<file path="src/hdl/i2c_timing_pkg.sv">
// Constants, field layouts and types for the two-wire timing and mask block.
package i2c_timing_pkg;

  localparam logic [7:0] TIMER_PERIOD_OFFSET = 8'h0C;
  localparam logic [7:0] MASK_OFFSET = 8'h10;
  localparam logic [7:0] STATUS_OFFSET = 8'h14;
  localparam logic [7:0] MASKED_OFFSET = 8'h18;
  localparam logic [7:0] CONTROL_OFFSET = 8'h1C;

  localparam logic [6:0] PERIOD_RESET = 7'h01;
  localparam logic [6:0] PERIOD_MIN = 7'h01;
  localparam logic [2:0] FILTER_RESET = 3'h0;
  localparam logic [11:0] MASK_RESET = 12'h000;
  localparam logic [11:0] STATUS_RESET = 12'h000;
  localparam logic CLOCK_RUN_RESET = 1'b0;

  localparam logic [3:0] LOW_PHASE_COUNT = 4'h6;
  localparam logic [3:0] HIGH_PHASE_COUNT = 4'h4;

  localparam logic [1:0] RESP_OKAY = 2'h0;
  localparam logic [1:0] RESP_SLVERR = 2'h2;

  typedef struct packed {
    logic [12:0] reserved_hi;
    logic [2:0] glitch_filter_width;
    logic [8:0] reserved_lo;
    logic [6:0] clock_period_value;
  } timer_period_t;

  typedef struct packed {
    logic rx_full;
    logic tx_empty;
    logic rx_request;
    logic tx_request;
    logic arbitration_loss;
    logic stop_detect;
    logic start_detect;
    logic no_ack;
    logic tx_dma_done;
    logic rx_dma_done;
    logic clock_timeout;
    logic general_master;
  } irq_vec_t;

  // Filter length in system clocks for each width code.
  function automatic logic [4:0] filter_clocks(input logic [2:0] code);
    logic [4:0] n;
    n = 5'h00;
    unique case (code)
      3'h0: n = 5'h00;
      3'h1: n = 5'h01;
      3'h2: n = 5'h02;
      3'h3: n = 5'h03;
      3'h4: n = 5'h04;
      3'h5: n = 5'h08;
      3'h6: n = 5'h10;
      3'h7: n = 5'h1F;
    endcase
    return n;
  endfunction : filter_clocks

endpackage : i2c_timing_pkg

</file>
<file path="src/hdl/i2c_master_timing_irq.sv">
// SCL clock generator, input glitch filters and masked interrupt registers.
//
// Decided for this implementation: register access over AXI4-Lite.
`timescale 1ns/1ps
module i2c_master_timing_irq
  import i2c_timing_pkg::*;
(
  // Clock and reset
  input wire logic aclk,
  input wire logic aresetn,
  // AXI4-Lite write address and data
  input wire logic [7:0] s_axi_awaddr,
  input wire logic s_axi_awvalid,
  output logic s_axi_awready,
  input wire logic [31:0] s_axi_wdata,
  input wire logic [3:0] s_axi_wstrb,
  input wire logic s_axi_wvalid,
  output logic s_axi_wready,
  // AXI4-Lite write response
  output logic [1:0] s_axi_bresp,
  output logic s_axi_bvalid,
  input wire logic s_axi_bready,
  // AXI4-Lite read
  input wire logic [7:0] s_axi_araddr,
  input wire logic s_axi_arvalid,
  output logic s_axi_arready,
  output logic [31:0] s_axi_rdata,
  output logic [1:0] s_axi_rresp,
  output logic s_axi_rvalid,
  input wire logic s_axi_rready,
  // Two-wire lines
  input wire logic scl_in,
  input wire logic sda_in,
  output logic scl_out,
  output logic scl_oe,
  output logic scl_filtered,
  output logic sda_filtered,
  // Raw conditions from the master core, one-cycle pulses
  input wire irq_vec_t raw_events,
  // Interrupt
  output logic irq
);

  typedef enum logic [1:0] {
    SCL_IDLE,
    SCL_LOW,
    SCL_HIGH
  } scl_state_t;

  timer_period_t timer_period;
  irq_vec_t mask;
  irq_vec_t status;
  irq_vec_t masked;
  logic clock_run;

  logic [7:0] aw_addr;
  logic aw_held;
  logic [31:0] w_data;
  logic [3:0] w_strb;
  logic w_held;
  logic do_write;
  logic do_read;
  logic status_read;
  logic [31:0] next_rdata;
  logic next_rerr;
  logic werr;

  logic [1:0] line_in;
  logic [1:0] sync_a;
  logic [1:0] sync_b;
  logic [1:0] filt_out;
  logic [4:0] filt_len;

  scl_state_t scl_state;
  logic [7:0] div_cnt;
  logic [7:0] div_limit;
  logic unit_tick;
  logic [3:0] phase_cnt;

  // Write channel: address and data are taken independently and held.
  assign s_axi_awready = !aw_held && !s_axi_bvalid;
  assign s_axi_wready = !w_held && !s_axi_bvalid;
  assign do_write = aw_held && w_held && !s_axi_bvalid;

  always_ff @(posedge aclk) begin
    if (!aresetn) begin
      aw_held <= 1'b0;
      aw_addr <= 8'h00;
    end else if (s_axi_awvalid && s_axi_awready) begin
      aw_held <= 1'b1;
      aw_addr <= s_axi_awaddr;
    end else if (do_write) begin
      aw_held <= 1'b0;
    end
  end

  always_ff @(posedge aclk) begin
    if (!aresetn) begin
      w_held <= 1'b0;
      w_data <= 32'h0000_0000;
      w_strb <= 4'h0;
    end else if (s_axi_wvalid && s_axi_wready) begin
      w_held <= 1'b1;
      w_data <= s_axi_wdata;
      w_strb <= s_axi_wstrb;
    end else if (do_write) begin
      w_held <= 1'b0;
    end
  end

  always_comb begin
    unique case (aw_addr)
      TIMER_PERIOD_OFFSET, MASK_OFFSET, STATUS_OFFSET,
      MASKED_OFFSET, CONTROL_OFFSET: werr = 1'b0;
      default: werr = 1'b1;
    endcase
  end

  always_ff @(posedge aclk) begin
    if (!aresetn) begin
      s_axi_bvalid <= 1'b0;
      s_axi_bresp <= RESP_OKAY;
    end else if (do_write) begin
      s_axi_bvalid <= 1'b1;
      s_axi_bresp <= werr ? RESP_SLVERR : RESP_OKAY;
    end else if (s_axi_bready) begin
      s_axi_bvalid <= 1'b0;
    end
  end

  // A period value of zero is out of range and leaves the field unchanged.
  always_ff @(posedge aclk) begin
    if (!aresetn) begin
      timer_period <= '0;
      timer_period.clock_period_value <= PERIOD_RESET;
      timer_period.glitch_filter_width <= FILTER_RESET;
    end else if (do_write && aw_addr == TIMER_PERIOD_OFFSET) begin
      if (w_strb[2]) begin
        timer_period.glitch_filter_width <= w_data[18:16];
      end
      if (w_strb[0] && w_data[6:0] >= PERIOD_MIN) begin
        timer_period.clock_period_value <= w_data[6:0];
      end
    end
  end

  always_ff @(posedge aclk) begin
    if (!aresetn) begin
      mask <= MASK_RESET;
    end else if (do_write && aw_addr == MASK_OFFSET) begin
      if (w_strb[0]) begin
        mask[7:0] <= w_data[7:0];
      end
      if (w_strb[1]) begin
        mask[11:8] <= w_data[11:8];
      end
    end
  end

  always_ff @(posedge aclk) begin
    if (!aresetn) begin
      clock_run <= CLOCK_RUN_RESET;
    end else if (do_write && aw_addr == CONTROL_OFFSET && w_strb[0]) begin
      clock_run <= w_data[0];
    end
  end

  // Read channel: one read at a time, answered the cycle after address.
  assign s_axi_arready = !s_axi_rvalid;
  assign do_read = s_axi_arvalid && s_axi_arready;
  assign status_read = do_read && s_axi_araddr == STATUS_OFFSET;

  always_comb begin
    next_rdata = 32'h0000_0000;
    next_rerr = 1'b0;
    unique case (s_axi_araddr)
      TIMER_PERIOD_OFFSET: next_rdata = timer_period;
      MASK_OFFSET: next_rdata = {20'h0_0000, mask};
      STATUS_OFFSET: next_rdata = {20'h0_0000, status};
      MASKED_OFFSET: next_rdata = {20'h0_0000, masked};
      CONTROL_OFFSET: next_rdata = {31'h0000_0000, clock_run};
      default: next_rerr = 1'b1;
    endcase
  end

  always_ff @(posedge aclk) begin
    if (!aresetn) begin
      s_axi_rvalid <= 1'b0;
      s_axi_rdata <= 32'h0000_0000;
      s_axi_rresp <= RESP_OKAY;
    end else if (do_read) begin
      s_axi_rvalid <= 1'b1;
      s_axi_rdata <= next_rdata;
      s_axi_rresp <= next_rerr ? RESP_SLVERR : RESP_OKAY;
    end else if (s_axi_rready) begin
      s_axi_rvalid <= 1'b0;
    end
  end

  // Sticky status: a read clears it, but an event in that cycle survives.
  always_ff @(posedge aclk) begin
    if (!aresetn) begin
      status <= STATUS_RESET;
    end else begin
      status <= (status_read ? STATUS_RESET : status) | raw_events;
    end
  end

  assign masked = status & mask;

  always_ff @(posedge aclk) begin
    if (!aresetn) begin
      irq <= 1'b0;
    end else begin
      irq <= |masked;
    end
  end

  // Line inputs: two-flop synchroniser, then a stability filter per line.
  assign line_in = {sda_in, scl_in};
  assign filt_len = filter_clocks(timer_period.glitch_filter_width);

  generate
    for (genvar i = 0; i < 2; i++) begin : g_line
      logic [4:0] stable_cnt;

      always_ff @(posedge aclk) begin
        if (!aresetn) begin
          sync_a[i] <= 1'b1;
          sync_b[i] <= 1'b1;
        end else begin
          sync_a[i] <= line_in[i];
          sync_b[i] <= sync_a[i];
        end
      end

      // A new level is passed once it has held for the filter length.
      always_ff @(posedge aclk) begin
        if (!aresetn) begin
          filt_out[i] <= 1'b1;
          stable_cnt <= 5'h00;
        end else if (filt_len == 5'h00 || sync_b[i] == filt_out[i]) begin
          filt_out[i] <= sync_b[i];
          stable_cnt <= 5'h00;
        end else if (stable_cnt + 5'h01 >= filt_len) begin
          filt_out[i] <= sync_b[i];
          stable_cnt <= 5'h00;
        end else begin
          stable_cnt <= stable_cnt + 5'h01;
        end
      end
    end
  endgenerate

  assign scl_filtered = filt_out[0];
  assign sda_filtered = filt_out[1];

  // Unit divider: one tick every 2*(1+period value) system clocks.
  assign div_limit = {timer_period.clock_period_value, 1'b1};
  assign unit_tick = div_cnt == div_limit;

  always_ff @(posedge aclk) begin
    if (!aresetn || scl_state == SCL_IDLE || unit_tick) begin
      div_cnt <= 8'h00;
    end else begin
      div_cnt <= div_cnt + 8'h01;
    end
  end

  // SCL generator: six units low, four units high, while enabled.
  always_ff @(posedge aclk) begin
    if (!aresetn) begin
      scl_state <= SCL_IDLE;
      phase_cnt <= 4'h0;
    end else begin
      unique case (scl_state)
        SCL_IDLE: begin
          phase_cnt <= 4'h0;
          if (clock_run) begin
            scl_state <= SCL_LOW;
          end
        end
        SCL_LOW: begin
          if (unit_tick) begin
            if (phase_cnt == LOW_PHASE_COUNT - 4'h1) begin
              phase_cnt <= 4'h0;
              scl_state <= SCL_HIGH;
            end else begin
              phase_cnt <= phase_cnt + 4'h1;
            end
          end
        end
        SCL_HIGH: begin
          if (unit_tick) begin
            if (phase_cnt == HIGH_PHASE_COUNT - 4'h1) begin
              phase_cnt <= 4'h0;
              scl_state <= clock_run ? SCL_LOW : SCL_IDLE;
            end else begin
              phase_cnt <= phase_cnt + 4'h1;
            end
          end
        end
      endcase
    end
  end

  // Open-drain SCL: the pin is only ever pulled low.
  always_ff @(posedge aclk) begin
    if (!aresetn) begin
      scl_out <= 1'b0;
      scl_oe <= 1'b0;
    end else begin
      scl_out <= 1'b0;
      scl_oe <= scl_state == SCL_LOW;
    end
  end

endmodule : i2c_master_timing_irq

</file>
<file path="config.mk">
export PLATFORM = sky130hd
export DESIGN_NAME = i2c_master_timing_irq
export DESIGN_NICKNAME = d
export VERILOG_FILES = /design/src/hdl/i2c_timing_pkg.sv /design/src/hdl/i2c_master_timing_irq.sv
export SDC_FILE = /design/constraint.sdc
export NUM_CORES = 1
export LEC_CHECK = 0
export BUFFER_PORTS_ARGS = -buffer_cell sky130_fd_sc_hd__buf_2
export CAP_MARGIN = 20
export CORE_MARGIN = 2
export CORE_UTILIZATION = 50
export CTS_CLUSTER_DIAMETER = 80
export DETAILED_ROUTE_END_ITERATION = 16
export GPL_TIMING_DRIVEN = 1
export PLACE_DENSITY = 0.75
export SLEW_MARGIN = 20
export SYNTH_ARGS = -nofsm -noshare
export SYNTH_HDL_FRONTEND = slang
export SYNTH_SLANG_ARGS = --single-unit
export TNS_END_PERCENT = 50
</file>
<file path="constraint.sdc">
create_clock -name aclk -period 2.85 [get_ports aclk]
set_input_delay 0.285 -clock aclk [delete_from_list [all_inputs] [get_ports aclk]]
set_output_delay 0.285 -clock aclk [all_outputs]
set_load 0.02 [all_outputs]
</file>
# Word level (Yosys, flattened, before mapping)
# Memories as Yosys holds them, arrays and structs flattened. A register that Yosys moved wholly into a read port is not among the register bits.
# Cells that the tools add are included.
[classes] add_sub_neg=4 mul=0 div=0 magnitude_cmp=3 eq_ne=22 shifts=0 n_mux=29 bitwise_logic=3 reduce_logical=41
[op_table] op="19-bit one-hot mux with 5 select lines" count=1
[op_table] op="8-bit by 5-bit == test with 1-bit output, second input constant" count=8
[op_table] op="8-bit by 4-bit == test with 1-bit output, second input constant" count=2
[op_table] op="4-bit 2-to-1 mux" count=4
[op_table] op="2-bit 2-to-1 mux" count=7
[op_table] op="1-bit logical AND" count=13
[op_table] op="12-bit bitwise AND" count=1
[op_table] op="1-bit 2-to-1 mux" count=12
[op_table] op="12-bit 2-to-1 mux" count=1
[op_table] op="12-bit OR" count=1
[op_table] op="4-bit one-hot mux with 3 select lines" count=1
[op_table] op="2-bit nonzero test" count=6
[op_table] op="12-bit OR reduction" count=1
[op_table] op="5-bit by 1-bit adder with 5-bit output, second input constant" count=2
[op_table] op="5-bit >= comparator" count=2
[op_table] op="2-bit != test, second input constant" count=5
[op_table] op="2-bit AND reduction" count=5
[op_table] op="5-bit OR reduction" count=2
[op_table] op="8-bit by 1-bit adder with 8-bit output, second input constant" count=1
[op_table] op="8-bit == test" count=1
[op_table] op="7-bit by 1-bit >= comparator with 1-bit output, second input constant" count=1
[op_table] op="3-bit 2-to-1 mux" count=2
[op_table] op="2-bit one-hot mux with 3 select lines" count=1
[op_table] op="3-bit OR reduction" count=2
[op_table] op="other kinds (12)" count=20
[word_totals] ff_bits=137 latchBits=0 mem_bits_rw=0 romBits=40 inputBits=73 wordCells=153 mem_count=1
[memory_table] memory="(name not given)" words=8 word_bits=5 read_ports=1 rd_ports_with_merged_regs=1 write_ports=0 line="i2c_timing_pkg.sv:49" rtl="unique case (code)"

# Longest topological paths before layout
[depth] ltp_word=6 ltp_mapped=8 mapped_depth_nobuf=8

# Worst setup path after synthesis
# No wires, ideal clock.
[synth_path] path_type="flip-flop to flip-flop" start="register s_axi_bvalid" end="register filt_len[0] (netlist name)" setup_time_ps=120 t_arrival_ps=1871 setup_slack_ps=859 stages_incl_launch_ff=9 n_path_buf=1 period_less_slack_ps=1991 cell_sequence="dfxtp_1 -> nand3b_4 -> nor4_4 -> nand3_2 -> buf_6 -> mux2i_1 -> nor2_1 -> ha_1 -> a211o_1"
[synth_via] elab_chain_len=6
[synth_rtl] element="from (decl)" line="i2c_master_timing_irq.sv:21" rtl="output logic s_axi_bvalid,"
[synth_rtl] element="from (signal assigned)" line="i2c_master_timing_irq.sv:121" rtl="s_axi_bvalid <= 1'b0;"
[synth_rtl] element="from (signal assigned)" line="i2c_master_timing_irq.sv:124" rtl="s_axi_bvalid <= 1'b1;"
[synth_rtl] element="from (signal assigned)" line="i2c_master_timing_irq.sv:127" rtl="s_axi_bvalid <= 1'b0;"
[synth_rtl] element="1-bit logical NOT" line="i2c_master_timing_irq.sv:83" rtl="assign do_write = aw_held && w_held && !s_axi_bvalid;"
[synth_rtl] element="1-bit logical AND" line="i2c_master_timing_irq.sv:83"
[synth_rtl] element="1-bit logical AND" line="i2c_master_timing_irq.sv:137" rtl="end else if (do_write && aw_addr == TIMER_PERIOD_OFFSET) begin"
[synth_rtl] element="2-bit AND reduction (no source line)"
[synth_rtl] element="3-bit 2-to-1 mux (no source line) (2 in series)"
# No other way between the ends.
# A chain may end at the register's enable or synchronous reset.

# Worst setup path in the final report
[layout_path] start="register aw_addr[5]" end="register filt_len[0] (netlist name)"
[layout_via] elab_chain_len=5
[layout_rtl] element="from (decl)" line="i2c_master_timing_irq.sv:56" rtl="logic [7:0] aw_addr;"
[layout_rtl] element="from (signal assigned)" line="i2c_master_timing_irq.sv:91" rtl="aw_addr <= s_axi_awaddr;"
[layout_rtl] element="8-bit by 4-bit == test with 1-bit output" line="i2c_master_timing_irq.sv:137"
[layout_rtl] element="1-bit logical AND" line="i2c_master_timing_irq.sv:137"
[layout_rtl] element="2-bit AND reduction (no source line)"
[layout_rtl] element="3-bit 2-to-1 mux (no source line) (2 in series)"
# No other way between the ends.

==> metrics.md <==
| Metric | Value |
|---|---|
| Internal | approximately 3.3 mW |
| Leading post-synthesis cells by instance count | dfxtp_1 (119), nand2_1 (80), nor2_1 (56), a21oi_1 (51), inv_1 (24) |
| Slew margin rel. | approximately half |
| F_max | ~440 MHz |
| Hold Crit Start | s_axi_wdata[16] |
| Layout cells sized above 1 | a little under a fifth |
| Fill cell total of the finished layout | approximately 820 |
| Die X | between 100 and 150 um |
| Crit path cell chain | or3_4, nor4_4, nand3_2, mux2i_1, nor2_1, ha_1, a211o_1 |
| Status | finished clean |
| Maximum VDD drop | 0.547 mV |
| Footprint of the multi-input gates | roughly 0.0027 sq mm |
| Fraction of registers with async set/reset | 0% |
| Setup TNS | 0 ps |
| Critical Path End Type | flop |
| Cells after DPL | between 700 and 800 |
| Register area share after synthesis | between 40 and 50% |
| CORE AREA | a little over 0.01 sq mm |
| RSZ-0062 raised after global routing | no |
| Slowest stage cell, crit path | or3_4 |
| Post-CTS sizing | 0 |
| Power consumption | 4.31 mW |
| Starting Density | 51.6% |
| Ant diodes | 0 |
| Worst R2R End | filt_len[0]$_DFF_P_ |
| Prevailing post-synth register cell | dfxtp_1 |
| Maxcap violations | 0 |
| CP peak stage delay | between 400 and 500 ps |
| Clk_lat worst skew | between 500 and 600 ps |
| Seq cells post-synth | between 100 and 150 |
| TritonCTS Buffers | 17 |
| Total gr overflow | 0 |
| DR vias | roughly 4600 |
| Skew final | between 8 and 9 ps |
| Power Density | roughly 650 mW/mm^2 |
| HP Class | in2reg |
| Layout Nets | between 700 and 800 |
| Cells after synthesis | 601 |
| Leading area contributor after synthesis | dfxtp_1 |
| Final std cells w/o fill | 852 |
| CTS H-tree depth | 4 |
| Average size of a mapped cell | about 9 sq um |
| HPWL Detailed | 8250 um |
| DR WL/cell | around 14 um |
| PortBufs | 80 |
| Largest net degree at the start of global routing | between 50 and 60 |
| Total track usage | 22.3% |
| Vias in the first global route | about 4300 |
| WS Path Type | reg2reg |
| Clk buf depth | 2 |
| Clk slew on worst S/H paths | around 60 ps |
| Remaining antenna violation count | 0 |
| CP Launch Type | flop |
| # DRC | 0 |
| First drt pass iteration count | 5 |
| Fin crit share | between 70 and 80% |
| Final hold viol count | 0 |
| Yosys warnings | 0 |
| Delay-heaviest family, CP | simple AND/OR/NAND/NOR gates |
| Area Growth Syn to Fin | 24.4% |
| Hold depth | 3 |
| Sink Count | 119 |
| Routed WL | around 12000 um |
| Via/cell ratio | around 5.4 |
| Most frequent cell after synthesis | dfxtp_1 |
| Std-Cell Rows | 37 |
| Initial antenna violation count | 0 |
| Worst R2R Path Depth | 7 |
| Max-slew violation count | 0 |
| Sequential share of power | about two fifths |
| Setup violators final | 0 |
| WHS Endpoint | w_data[16]$_SDFFE_PN0P_ |
| Root Driver | clkbuf_8 |
| Post-synth EDFFs | 0 |
| Sw power | about 1.0 mW |
| GPL Wtd Cong | between 0.8 and 0.9 |
| Die Ht | ~110 um |
| Maximum fanout along the worst path | 11 |
| Clock power frac | a little over half |
| CTS tree | built |
| Lkg Pwr | 2.88 nW |
| Global-route wire length before repair | about 20000 um |
| Critical Path AT | about 2700 ps |
| Reg2reg setup slack | approximately 570 ps |
| Actual slew at the worst max-slew pin | 747 ps |
| Combinational share of power | ~7% |
| Post-synth top area share | 44.7% |
| Buffer and inverter count on the worst path | 0 |
| Flip-flop and latch area | 0.00238 sq mm |
| Min Clock Period, post-route | between 2000 and 2500 ps |
| Synth area leaders | dfxtp_1 (45%), nand2_1 (5.6%), a21oi_1 (4.8%) |
| Mapped Area | 0.00533 sq mm |
| FF-to-FF Start | aw_addr[5]$_SDFFE_PN0P_ |
| Sw Share | a little under a quarter |
| Io pins | about 120 |
| Detailed Route Iter0 Violations | approximately 280 |
| Die ar. | between 0.01 and 0.015 sq mm |
| Worst endpoint required time | 3260 ps |
| Synth cell types | 57 |
[worst max path at each step]
stage	from	slack, ps	cells past startpoint	endpoint
6_report	aw_addr[5]$_SDFFE_PN0P_	570	7	filt_len[0]$_DFF_P_
4_1_cts	aw_addr[5]$_SDFFE_PN0P_	580	7	filt_len[1]$_DFF_P_
3_5_place_dp	aw_addr[5]$_SDFFE_PN0P_	650	7	filt_len[1]$_DFF_P_
3_3_place_gp	aw_addr[5]$_SDFFE_PN0P_	720	7	filt_len[1]$_DFF_P_
2_1_floorplan	s_axi_bvalid$_SDFFE_PN0P_	860	8	filt_len[0]$_DFF_P_
5_1_grt	g_line[0].stable_cnt[0]$_SDFF_PP0_	420	8	scl_filtered$_SDFFE_PN1P_
[metal layers]
layer | global-route usage, % | vias up | routed length (um)
met1 | 27.7 | 2149 | 5540
met3 | 5.35 | 15 | 714
li1 | - | 2260 | -
met4 | 8.91 | 0 | 180
met2 | 37.2 | 160 | 5860
met5 | 0 | - | 0
[repair_timing]
item                                   in CTS  in global routing
endpoints found under the hold margin      25                  0
buffers inserted                            0                  0
hold buffers                               25                  0
[final cells by class]
type / count / share of cell area, %
sequential: 119 / 36.0
inverter: 24 / 1.36
timing repair buffer: 108 / 10.2
clock inverter: 13 / 2.91
clock buffer: 19 / 6.67
multi-input combinational: 433 / 40.4
tap: 136 / 2.57
[placed cells by master, fill, tap and decap left out, drive strengths merged, types with 3 or more instances in the layout]
master	netlist	final
clkinv	0	4
dfxtp	119	119
nand3	17	17
nand4	6	6
nand2	80	80
xor2	7	7
nand2b	22	22
inv	24	27
nor3b	6	6
buf	22	83
a22oi	10	10
ha	19	19
a32o	7	7
nor4b	3	3
a31oi	3	3
nor2	56	56
clkbuf	22	19
a221oi	4	4
conb	1	20
a21oi	51	51
nor3	7	7
dlygate4sd3	0	25
mux2i	17	17
bufinv	0	4
a22o	5	5
or4	4	4
xnor2	15	15
a32oi	8	8
o21ai	21	21
and2	12	12
and3	4	4
[flip-flops by register name, indices dropped and copies added, names as in the netlist, 3 cells and up]
| register | count |
|---|---|
| s_axi_rdata | 15 |
| w_data | 15 |
| mask | 12 |
| status | 12 |
| g_line.stable_cnt | 10 |
| aw_addr | 8 |
| div_cnt | 8 |
| div_limit | 7 |
| filt_len | 5 |
| phase_cnt | 4 |
| timer_period | 3 |
| w_strb | 3 |
[kinds of logic (layout without fill, tap and decap cells)]
kind of cell,after synthesis,count (layout),share of synthesized area [%]
compound gates,126,126,15.5
xor+xnor,22,22,3.62
fa+ha+maj,19,19,4.46
buf+inv,68,164,6.37
flops,119,119,44.7
mux,17,17,3.19
other cells,1,20,0.0704
simple gates,229,229,22.1
[through the flow]
stage | hold slack (ps) | utilization (%) | cell area, sq um | setup WS, ps
after floorplan | 386 | - | 5400 | 859
after global placement | 390 | 55.6 | 5740 | 725
after detailed placement | 392 | 55.6 | 5740 | 651
after CTS | 0.177 | 64.2 | 6630 | 579
after global routing | 8.70 | 64.2 | 6630 | 417
final | 14.6 | 64.2 | 6630 | 571
[worst reg2reg max path, stage by stage (launching register included)]
cell and delay [ps]:
dfxtp_1 320, or3_4 420, nor4_4 230, nand3_2 300, mux2i_1 340, nor2_1 70
ha_1 240, a211o_1 250
[power by group through the flow]
stage          Clock (mW)  Sequential, mW  Combinational, mW
3_3_place_gp            0            1.80              0.266
4_1_cts              2.27            1.76              0.302
6_report             2.24            1.77              0.304
3_5_place_dp            0            1.80              0.273
5_1_grt              2.35            1.77              0.339
2_1_floorplan           0            1.79              0.209
Note: power is estimated with default switching activity, not from simulation.
